--- config.mk ---
export PLATFORM = sky130hd
export DESIGN_NAME = intc_vectoring
export DESIGN_NICKNAME = d
export VERILOG_FILES = /design/src/intc_prio_pick.sv /design/src/intc_vectoring.sv
export SDC_FILE = /design/constraint.sdc
export NUM_CORES = 1
export LEC_CHECK = 0
export CAP_MARGIN = 25
export CORE_MARGIN = 3
export CORE_UTILIZATION = 60
export DETAILED_ROUTE_END_ITERATION = 8
export DONT_BUFFER_PORTS = 1
export GPL_ROUTABILITY_DRIVEN = 0
export PLACE_DENSITY = 0.74
export SLEW_MARGIN = 20
export SYNTH_ARGS = -nofsm -noshare
export SYNTH_HDL_FRONTEND = slang
export SYNTH_SLANG_ARGS = --single-unit
--- constraint.sdc ---
create_clock -name core_clk -period 4.3 [get_ports core_clk]
set_input_delay 1.29 -clock core_clk [delete_from_list [all_inputs] [get_ports core_clk]]
set_output_delay 1.29 -clock core_clk [all_outputs]
set_load 0.03 [all_outputs]
--- src/intc_prio_pick.sv ---
// shared constants and the fixed-order priority picker of the vectoring logic
// ==========================================================================
// constants
package intc_pkg;
    localparam int NSRC = 13;
    localparam int SRC_W = 4;
    localparam int CLK_NS = 20;
    localparam int MC_CLKS = 4;
    localparam int MC_NS = MC_CLKS * CLK_NS;
    localparam int CALL_MCS = 4;
    localparam int MIN_RESP_MCS = 5;
    localparam int MAX_RESP_MCS = 12;
    localparam int MAX_RESP_CLKS = MAX_RESP_MCS * MC_CLKS;
    localparam logic [2:0] CALL_CNT_INIT = 3'h4;
    localparam logic [5:0] PIN_IDLE = 6'h3F;
    localparam logic [5:0] EXT_RST = 6'h00;
    localparam logic [1:0] TMR_RST = 2'h0;
    localparam logic [1:0] INSV_RST = 2'h0;
    localparam logic [15:0] VEC_RST = 16'h0000;
    localparam logic [12:0] POLL_RST = 13'h0000;
    localparam logic [3:0] SRC_EXT0 = 4'h0;
    localparam logic [3:0] SRC_TMR0 = 4'h1;
    localparam logic [3:0] SRC_EXT1 = 4'h2;
    localparam logic [3:0] SRC_TMR1 = 4'h3;
    localparam logic [3:0] SRC_SER0 = 4'h4;
    localparam logic [3:0] SRC_TMR2 = 4'h5;
    localparam logic [3:0] SRC_SER1 = 4'h6;
    localparam logic [3:0] SRC_EXT2 = 4'h7;
    localparam logic [3:0] SRC_EXT3 = 4'h8;
    localparam logic [3:0] SRC_EXT4 = 4'h9;
    localparam logic [3:0] SRC_EXT5 = 4'hA;
    localparam logic [3:0] SRC_WDOG = 4'hB;
    localparam logic [3:0] SRC_PFAIL = 4'hC;

    typedef enum logic [1:0] {
        PH_C1 = 2'b00,
        PH_C2 = 2'b01,
        PH_C3 = 2'b11,
        PH_C4 = 2'b10
    } phase_t;

    function automatic logic [15:0] vector_of(input logic [3:0] idx);
        logic [15:0] v;
        v = 16'h0000;
        case (idx)
            SRC_EXT0: v = 16'h0003;
            SRC_TMR0: v = 16'h000B;
            SRC_EXT1: v = 16'h0013;
            SRC_TMR1: v = 16'h001B;
            SRC_SER0: v = 16'h0023;
            SRC_TMR2: v = 16'h002B;
            SRC_SER1: v = 16'h003B;
            SRC_EXT2: v = 16'h0043;
            SRC_EXT3: v = 16'h004B;
            SRC_EXT4: v = 16'h0053;
            SRC_EXT5: v = 16'h005B;
            SRC_WDOG: v = 16'h0063;
            default: v = 16'h0000;
        endcase
        return v;
    endfunction : vector_of
endpackage : intc_pkg

// ==========================================================================
// lowest index wins
module intc_prio_pick (
    input wire logic [12:0] req,
    output logic valid,
    output logic [3:0] idx
);
    always_comb begin
        valid = 1'b0;
        idx = 4'h0;
        for (int i = intc_pkg::NSRC - 1; i >= 0; i--) begin
            if (req[i]) begin
                valid = 1'b1;
                idx = 4'(i);
            end
        end
    end
endmodule : intc_prio_pick

--- src/intc_vectoring.sv ---
// two-level interrupt vectoring controller
// Functional notes
// - each source individually high or low, power-fail fixed high; low never preempts high
// - same level: fixed order ext0 first down to power-fail last
// - flags sampled and priority resolved within each machine cycle
// - no call while equal or higher level is in service
// - call only on final machine cycle of current instruction
// - no call during return-from-isr or priority/enable register write
// - no pending memory; each poll stands alone
// - vectoring clears timer 0 / timer 1 overflow flag
// - ext0/ext1 flag cleared on vectoring only in edge mode
// - serial and timer 2 flags untouched by vectoring
// - call pushes pc like long call, no status save, loads vector
// - fixed vector address per source
// - return-from-isr ends current routine, releases its level
// - plain return leaves in-service state unchanged
// - external pins sampled at phase C3, flags updated from sample
// - timer flags set in any phase on the overflow event, polled from next machine cycle
// - call lasts four machine cycles, five minimum to first isr op
// - response at most 12 machine cycles, four clocks per cycle
// - per-source enable and priority, power-fail always enabled and high; global enable spares power-fail
module intc_vectoring #(
    parameter logic [15:0] PFAIL_VECTOR = 16'h0100
) (
    input wire logic core_clk,
    input wire logic sys_rst,
    input wire logic ext_pin_zero_n,
    input wire logic ext_pin_one_n,
    input wire logic [3:0] ext_pin_hi_n,
    input wire logic [1:0] ext_edge_mode,
    input wire logic timer0_ovf_evt,
    input wire logic timer1_ovf_evt,
    input wire logic timer2_overflow_flag,
    input wire logic timer2_external_flag,
    input wire logic serial0_rx_flag,
    input wire logic serial0_tx_flag,
    input wire logic serial1_rx_flag,
    input wire logic serial1_tx_flag,
    input wire logic watchdog_flag,
    input wire logic power_fail_flag,
    input wire logic [5:0] sw_clr_ext,
    input wire logic [1:0] sw_clr_tmr,
    input wire logic [11:0] src_enable,
    input wire logic global_enable_bit,
    input wire logic [11:0] src_prio_high,
    input wire logic core_last_cycle,
    input wire logic core_blocking_instr,
    input wire logic core_return_from_isr,
    output logic [1:0] mc_phase,
    output logic ext0_request_flag,
    output logic ext1_request_flag,
    output logic ext2_request_flag,
    output logic ext3_request_flag,
    output logic ext4_request_flag,
    output logic ext5_request_flag,
    output logic timer0_overflow_flag,
    output logic timer1_overflow_flag,
    output logic call_req,
    output logic [15:0] call_vector,
    output logic call_busy,
    output logic [1:0] in_service
);
    // ======================================================================
    // machine cycle phases
    intc_pkg::phase_t phase_r;
    intc_pkg::phase_t phase_nxt;
    logic at_c1;
    logic at_c3;
    logic at_c4;

    always_comb begin
        case (phase_r)
            intc_pkg::PH_C1: phase_nxt = intc_pkg::PH_C2;
            intc_pkg::PH_C2: phase_nxt = intc_pkg::PH_C3;
            intc_pkg::PH_C3: phase_nxt = intc_pkg::PH_C4;
            default: phase_nxt = intc_pkg::PH_C1;
        endcase
    end

    assign at_c1 = (phase_r == intc_pkg::PH_C1);
    assign at_c3 = (phase_r == intc_pkg::PH_C3);
    assign at_c4 = (phase_r == intc_pkg::PH_C4);

    always_ff @(posedge core_clk) begin
        if (sys_rst) begin
            phase_r <= intc_pkg::PH_C1;
        end else begin
            phase_r <= phase_nxt;
        end
    end

    assign mc_phase = phase_r;

    // ======================================================================
    // external pin synchronisers
    logic [5:0] pin_raw;
    logic [5:0] pin_s1_r;
    logic [5:0] pin_s2_r;
    logic [5:0] pin_s3_r;
    logic [5:0] pin_val_r;
    logic [5:0] pin_val_nxt;
    logic [5:0] pin_agree;

    assign pin_raw = {ext_pin_hi_n, ext_pin_one_n, ext_pin_zero_n};
    assign pin_agree = pin_s2_r ~^ pin_s3_r;
    assign pin_val_nxt = (pin_agree & pin_s3_r) | (~pin_agree & pin_val_r);

    always_ff @(posedge core_clk) begin
        if (sys_rst) begin
            pin_s1_r <= intc_pkg::PIN_IDLE;
            pin_s2_r <= intc_pkg::PIN_IDLE;
            pin_s3_r <= intc_pkg::PIN_IDLE;
            pin_val_r <= intc_pkg::PIN_IDLE;
        end else begin
            pin_s1_r <= pin_raw;
            pin_s2_r <= pin_s1_r;
            pin_s3_r <= pin_s2_r;
            pin_val_r <= pin_val_nxt;
        end
    end

    // ======================================================================
    // polling and resolution
    logic [12:0] raw_req;
    logic [12:0] poll_r;
    logic [12:0] enabled;
    logic [12:0] prio_hi_v;
    logic hi_valid;
    logic lo_valid;
    logic [3:0] hi_idx;
    logic [3:0] lo_idx;
    logic win_valid;
    logic [3:0] win_idx;
    logic [12:0] win_oh;
    logic level_ok;
    logic take;
    logic [15:0] win_vector;
    logic [2:0] busy_cnt_r;
    logic [2:0] busy_cnt_nxt;
    logic [5:0] ext_flag_r;
    logic [1:0] tmr_flag_r;

    assign raw_req = {power_fail_flag, watchdog_flag, ext_flag_r[5:2],
                      serial1_rx_flag | serial1_tx_flag,
                      timer2_overflow_flag | timer2_external_flag,
                      serial0_rx_flag | serial0_tx_flag,
                      tmr_flag_r[1], ext_flag_r[1], tmr_flag_r[0],
                      ext_flag_r[0]};

    always_ff @(posedge core_clk) begin
        if (sys_rst) begin
            poll_r <= intc_pkg::POLL_RST;
        end else if (at_c1) begin
            poll_r <= raw_req;
        end
    end

    assign enabled = poll_r &
        {1'b1, src_enable & {12{global_enable_bit}}};
    assign prio_hi_v = {1'b1, src_prio_high};

    intc_prio_pick u_pick_hi (
        .req(enabled & prio_hi_v),
        .valid(hi_valid),
        .idx(hi_idx)
    );

    intc_prio_pick u_pick_lo (
        .req(enabled & ~prio_hi_v),
        .valid(lo_valid),
        .idx(lo_idx)
    );

    assign win_valid = hi_valid | lo_valid;
    assign win_idx = hi_valid ? hi_idx : lo_idx;
    assign win_oh = 13'(13'h0001 << win_idx);
    assign level_ok = hi_valid ? ~in_service[1] : ~(|in_service);
    assign take = at_c4 & win_valid & level_ok & core_last_cycle
        & ~core_blocking_instr & (busy_cnt_r == 3'h0);
    assign win_vector = (win_idx == intc_pkg::SRC_PFAIL) ? PFAIL_VECTOR
        : intc_pkg::vector_of(win_idx);

    // ======================================================================
    // call sequencing and in-service levels
    logic [1:0] insv_set;
    logic [1:0] insv_clr;

    assign busy_cnt_nxt = take ? intc_pkg::CALL_CNT_INIT
        : ((at_c4 && busy_cnt_r != 3'h0) ? busy_cnt_r - 3'h1 : busy_cnt_r);
    assign insv_set = take ? (hi_valid ? 2'h2 : 2'h1) : 2'h0;
    assign insv_clr = core_return_from_isr
        ? (in_service[1] ? 2'h2 : 2'h1) : 2'h0;

    always_ff @(posedge core_clk) begin
        if (sys_rst) begin
            busy_cnt_r <= 3'h0;
            call_busy <= 1'b0;
            call_req <= 1'b0;
            call_vector <= intc_pkg::VEC_RST;
            in_service <= intc_pkg::INSV_RST;
        end else begin
            busy_cnt_r <= busy_cnt_nxt;
            call_busy <= (busy_cnt_nxt != 3'h0);
            call_req <= take;
            if (take) begin
                call_vector <= win_vector;
            end
            in_service <= (in_service & ~insv_clr) | insv_set;
        end
    end

    // ======================================================================
    // request flags
    logic [5:0] ext_smp_r;
    logic [5:0] ext_edge_v;
    logic [5:0] ext_set;
    logic [5:0] ext_clr;
    logic [5:0] call_clr_ext;
    logic [5:0] ext_flag_nxt;
    logic [1:0] tmr_clr;
    logic [1:0] tmr_flag_nxt;

    assign ext_edge_v = {4'hF, ext_edge_mode};
    assign ext_set = {6{at_c3}} & ext_edge_v & ext_smp_r & ~pin_val_r;
    assign call_clr_ext = {4'h0, win_oh[intc_pkg::SRC_EXT1],
        win_oh[intc_pkg::SRC_EXT0]} & ext_edge_v & {6{take}};
    assign ext_clr = sw_clr_ext | call_clr_ext;
    assign ext_flag_nxt = (ext_edge_v & ((ext_flag_r & ~ext_clr) | ext_set))
        | (~ext_edge_v & (at_c3 ? ~pin_val_r : ext_flag_r & ~sw_clr_ext));
    assign tmr_clr = sw_clr_tmr | ({win_oh[intc_pkg::SRC_TMR1],
        win_oh[intc_pkg::SRC_TMR0]} & {2{take}});
    assign tmr_flag_nxt = (tmr_flag_r & ~tmr_clr)
        | {timer1_ovf_evt, timer0_ovf_evt};

    always_ff @(posedge core_clk) begin
        if (sys_rst) begin
            ext_smp_r <= intc_pkg::PIN_IDLE;
            ext_flag_r <= intc_pkg::EXT_RST;
            tmr_flag_r <= intc_pkg::TMR_RST;
        end else begin
            if (at_c3) begin
                ext_smp_r <= pin_val_r;
            end
            ext_flag_r <= ext_flag_nxt;
            tmr_flag_r <= tmr_flag_nxt;
        end
    end

    assign ext0_request_flag = ext_flag_r[0];
    assign ext1_request_flag = ext_flag_r[1];
    assign ext2_request_flag = ext_flag_r[2];
    assign ext3_request_flag = ext_flag_r[3];
    assign ext4_request_flag = ext_flag_r[4];
    assign ext5_request_flag = ext_flag_r[5];
    assign timer0_overflow_flag = tmr_flag_r[0];
    assign timer1_overflow_flag = tmr_flag_r[1];
endmodule : intc_vectoring

==> flow_summary.rst <==
.. list-table::
   :header-rows: 1

   * - Metric
     - Value
   * - Status
     - complete, no violations
   * - Chip height
     - 78.5 um
   * - Estimated wirelength of the detail-placed design
     - 4670 um
   * - Final min period
     - 3.20 ns
   * - Later-pin clock latency in the skew report
     - 0.33 ns
   * - Count of boundary I/O pins
     - 86
   * - Worst Setup Slack post-DPL
     - 0.767 ns
   * - Number of global-route vias before repair
     - 2327
   * - Launching point of the worst reg2reg path
     - poll_r[1]$_SDFFE_PP0N_
   * - Register bit total from synthesis
     - 66
   * - Upper clock frequency limit
     - 312 MHz
   * - Hold Path Class
     - register to register
   * - Multiplexer area fraction after synthesis
     - 0.317%
   * - Full die area
     - 6170 um^2
   * - Crit path setup slack, layout
     - 1.10 ns
   * - Area delta synth->final
     - 4.48%
   * - Filler Cell Count
     - 419
   * - Synth Area in XOR/XNOR
     - 0.555%
   * - Number of distinct library cells after synthesis
     - 52
   * - Synthesized instance count
     - 364
   * - Critical path capture point type
     - register
   * - Critical hold path startpoint
     - pin_s1_r[3]$_SDFF_PP1_
   * - Die W
     - 78.5 um
   * - Worst reg2reg endpoint
     - call_vector[4]$_SDFFE_PP0P_
   * - Area contributors post-synth
     - dfxtp_1, a21oi_1, nand2_1
   * - Share of the yosys chip area belonging to registers
     - 41.9%
   * - CP endpoint
     - call_vector[4]$_SDFFE_PP0P_
   * - Critical path cell sequence
     - nand4_1 > nand4_1 > or4_4 > o32a_1 > ha_1 > inv_1 > a21oi_1 > a211oi_1
   * - Vias/cell
     - 5.86
   * - Vias after detailed routing
     - 2520
   * - Length of the first detailed-routing pass in iterations
     - 4
   * - Antenna violations before repair
     - 0
   * - Worst R2R Path Depth
     - 8
   * - Simple-gate portion of the synthesized area
     - 31.9%
   * - First-pass GRT wire length
     - 10700 um
   * - CORE AREA
     - 4910 um^2
   * - Fraction of the mapped netlist area in adder cells
     - 2.38%
   * - Setup repair after global routing missed its margin
     - no
   * - Count of final hold-check violations
     - 0
   * - Antenna cells
     - 0
   * - YS warnings
     - 0
   * - Top fanout value on the critical path
     - 9
   * - Final total power
     - 1230 uW
   * - Iteration-0 DRC count of the detailed router
     - 154
   * - Sum of routed wire length over all layers
     - 6490 um
   * - Share of the synthesized area in the top cell type
     - 41.9%
   * - Worst IR drop on VDD
     - 0.264 mV
   * - Number of sinks driven by the clock tree
     - 66
   * - Clock skew after layout
     - 0.00777 ns
   * - TritonCTS clock tree
     - built
   * - Post-CTS Hold Buffers
     - 0
   * - Dominant combinational cell family by area after synthesis
     - simple AND/OR/NAND/NOR gates
   * - Netlist area before placement
     - 3160 um^2
   * - Cell accounting for the most synthesized area
     - dfxtp_1
   * - Max stage delay on crit path
     - 0.57 ns
   * - Total of max-cap violations
     - 0
   * - Startpoint type of the worst setup path
     - input port
   * - Worst setup path startpoint
     - src_enable[3]
   * - Global routing usage summed across all routing layers
     - 21.9%
   * - Number of enable-type register cells in the synthesized netlist
     - 0
   * - Power density of the placed cells
     - 373 nW/um^2
   * - Resized Gates After CTS
     - 0
   * - TNS Setup
     - 0 ns
   * - Buffer count from post-CTS setup fixing
     - 0
   * - Register clock-pin slew on the reported worst setup and hold paths
     - 0.07 ns
   * - CTS Buf Count
     - 9
   * - Post-DRT Antenna Nets
     - 0
   * - Mean area per synthesized cell
     - 8.67 um^2
   * - Routed wirelength normalized by instance count
     - 15.1 um
   * - Starting utilization of the core area
     - 64.3%
   * - Max-slew headroom
     - 41.8%
   * - Number of setup violations in the final report
     - 0
   * - Leakage dissipation
     - 0.00129 uW
   * - Required time worst endpoint
     - 4.54 ns
   * - Dominant cell by count in the synthesized netlist
     - dfxtp_1
   * - Worst reg-to-reg setup slack
     - 1.73 ns
   * - Share of synthesized flip-flops with an asynchronous set or reset
     - 0%
   * - Crit path kind
     - input port to register
   * - Max-slew violations
     - 0
   * - Slew at the pin closest to its max-slew limit
     - 0.870 ns
   * - Row count
     - 25
   * - Cell chosen for the clock root
     - clkbuf_8
   * - Top cells by count, synth
     - dfxtp_1, nand2_1, a21oi_1
   * - Count of port buffers added during placement
     - 0
   * - Final-stage net count
     - 420
   * - Primary FF master, synth
     - dfxtp_1
   * - Number of buffers between clock root and the deepest sink
     - 2
   * - Largest net degree at the start of global routing
     - 67
   * - Compound-gate portion of the synthesized area
     - 16.6%
   * - Final period util
     - 74.5%
   * - Total gr overflow
     - 0
   * - Slowest cell on the critical path
     - or4_4
   * - Crit-path most repeated cell
     - nand4_1
   * - Arrival time of the worst setup path
     - 3.44 ns
   * - Residual DRC count
     - 0
   * - Share of cells above drive strength 1
     - 11.8%
   * - H-tree depth reported by CTS
     - 3
==> where the power goes <==
part / internal (uW) / total (uW) / switching (uW)
sequential: 629 / 649 / 20.2
combinational: 37.4 / 95.5 / 58.1
clock: 266 / 485 / 220
==> logic make-up after synthesis <==
logic type	count (synthesis)
other	1
buffers and inverters	35
xor gates and xnor gates	2
adders and majority gates	6
AOI/OAI and AO/OA	81
DFF	66
and+or+nand+nor	172
muxes	1
==> layout by cell type, fill, tap and decap left out, types with 2 or more instances in the layout <==
cell type	n
nand3b_1	8
clkinv_2	2
inv_1	10
nor4_1	5
nand2_1	39
and4_1	2
nor3_1	9
and2_1	3
a211oi_1	5
nand4b_1	4
o21a_1	2
conb_1	9
ha_1	6
clkinvlp_4	2
dfxtp_1	66
nand2b_1	9
nand3_1	5
nor3b_1	2
o211ai_1	2
o21ai_0	8
o31a_1	3
clkbuf_1	2
nand4_1	11
o21bai_1	9
o31ai_1	3
a21o_1	2
clkbuf_8	9
or2_2	19
and4b_1	8
a31oi_1	3
nand4_4	3
nand4_2	3
a21oi_1	33
nor2_1	32
nor2b_1	8
==> sequential cells by signal (all words and copies together), names as in the netlist, named ones only <==
signal	flops
tmr_flag_r	2
in_service	2
poll_r	13
ext_flag_r	6
ext_smp_r	6
call_req	1
pin_s2_r	6
busy_cnt_r	3
mc_phase	2
call_busy	1
call_vector	6
pin_s1_r	6
pin_s3_r	6
==> cell type report <==
cell class / instances / area [um^2] / share of cell area, %
Tap cell: 67 / 83.8 / 2.54
Multi-Input combinational cell: 271 / 1670 / 50.6
Clock buffer: 11 / 131 / 3.98
Inverter: 10 / 37.5 / 1.14
Sequential cell: 66 / 1320 / 40.1
Clock inverter: 5 / 55.1 / 1.67
==> through the flow <==
stage | hold WS [ns] | utilization, % | instance area (um^2) | cells
global route | 0.425 | 67.2 | 3300 | 430
detailed placement | 0.396 | 63.4 | 3110 | 414
CTS | 0.414 | 67.2 | 3300 | 430
global placement | 0.391 | 63.4 | 3110 | 414
floorplan | 0.389 | - | 3190 | 372
finish | 0.411 | 67.2 | 3300 | 430
==> how the worst min path moves through the flow <==
stage / depth (start not counted) / end
floorplan: 1 / pin_s2_r[0]$_SDFF_PP1_
global placement: 1 / pin_s2_r[5]$_SDFF_PP1_
detailed placement: 1 / pin_s2_r[2]$_SDFF_PP1_
CTS: 1 / pin_s2_r[2]$_SDFF_PP1_
global route: 1 / pin_s2_r[1]$_SDFF_PP1_
finish: 1 / pin_s2_r[3]$_SDFF_PP1_
==> worst max-delay path: cells and delay by family <==
family                   cells  cell delay [ns]
AO/OA/AOI/OAI                3             0.79
buffers and inverters        1             0.07
AND/OR/NAND/NOR              3             0.94
adder cells (fa/ha/maj)      1             0.34
==> layer usage <==
layer | track usage [%] | part of all wire (%) | up-vias
li1 | - | - | 1267
met1 | 28.6 | 46 | 1155
met2 | 32.9 | 44 | 88
met3 | 6.54 | 8.1 | 10
met4 | 10.3 | 2.1 | 0
met5 | 0 | 0 | -
No activity file was read; power rests on OpenSTA's default activity.
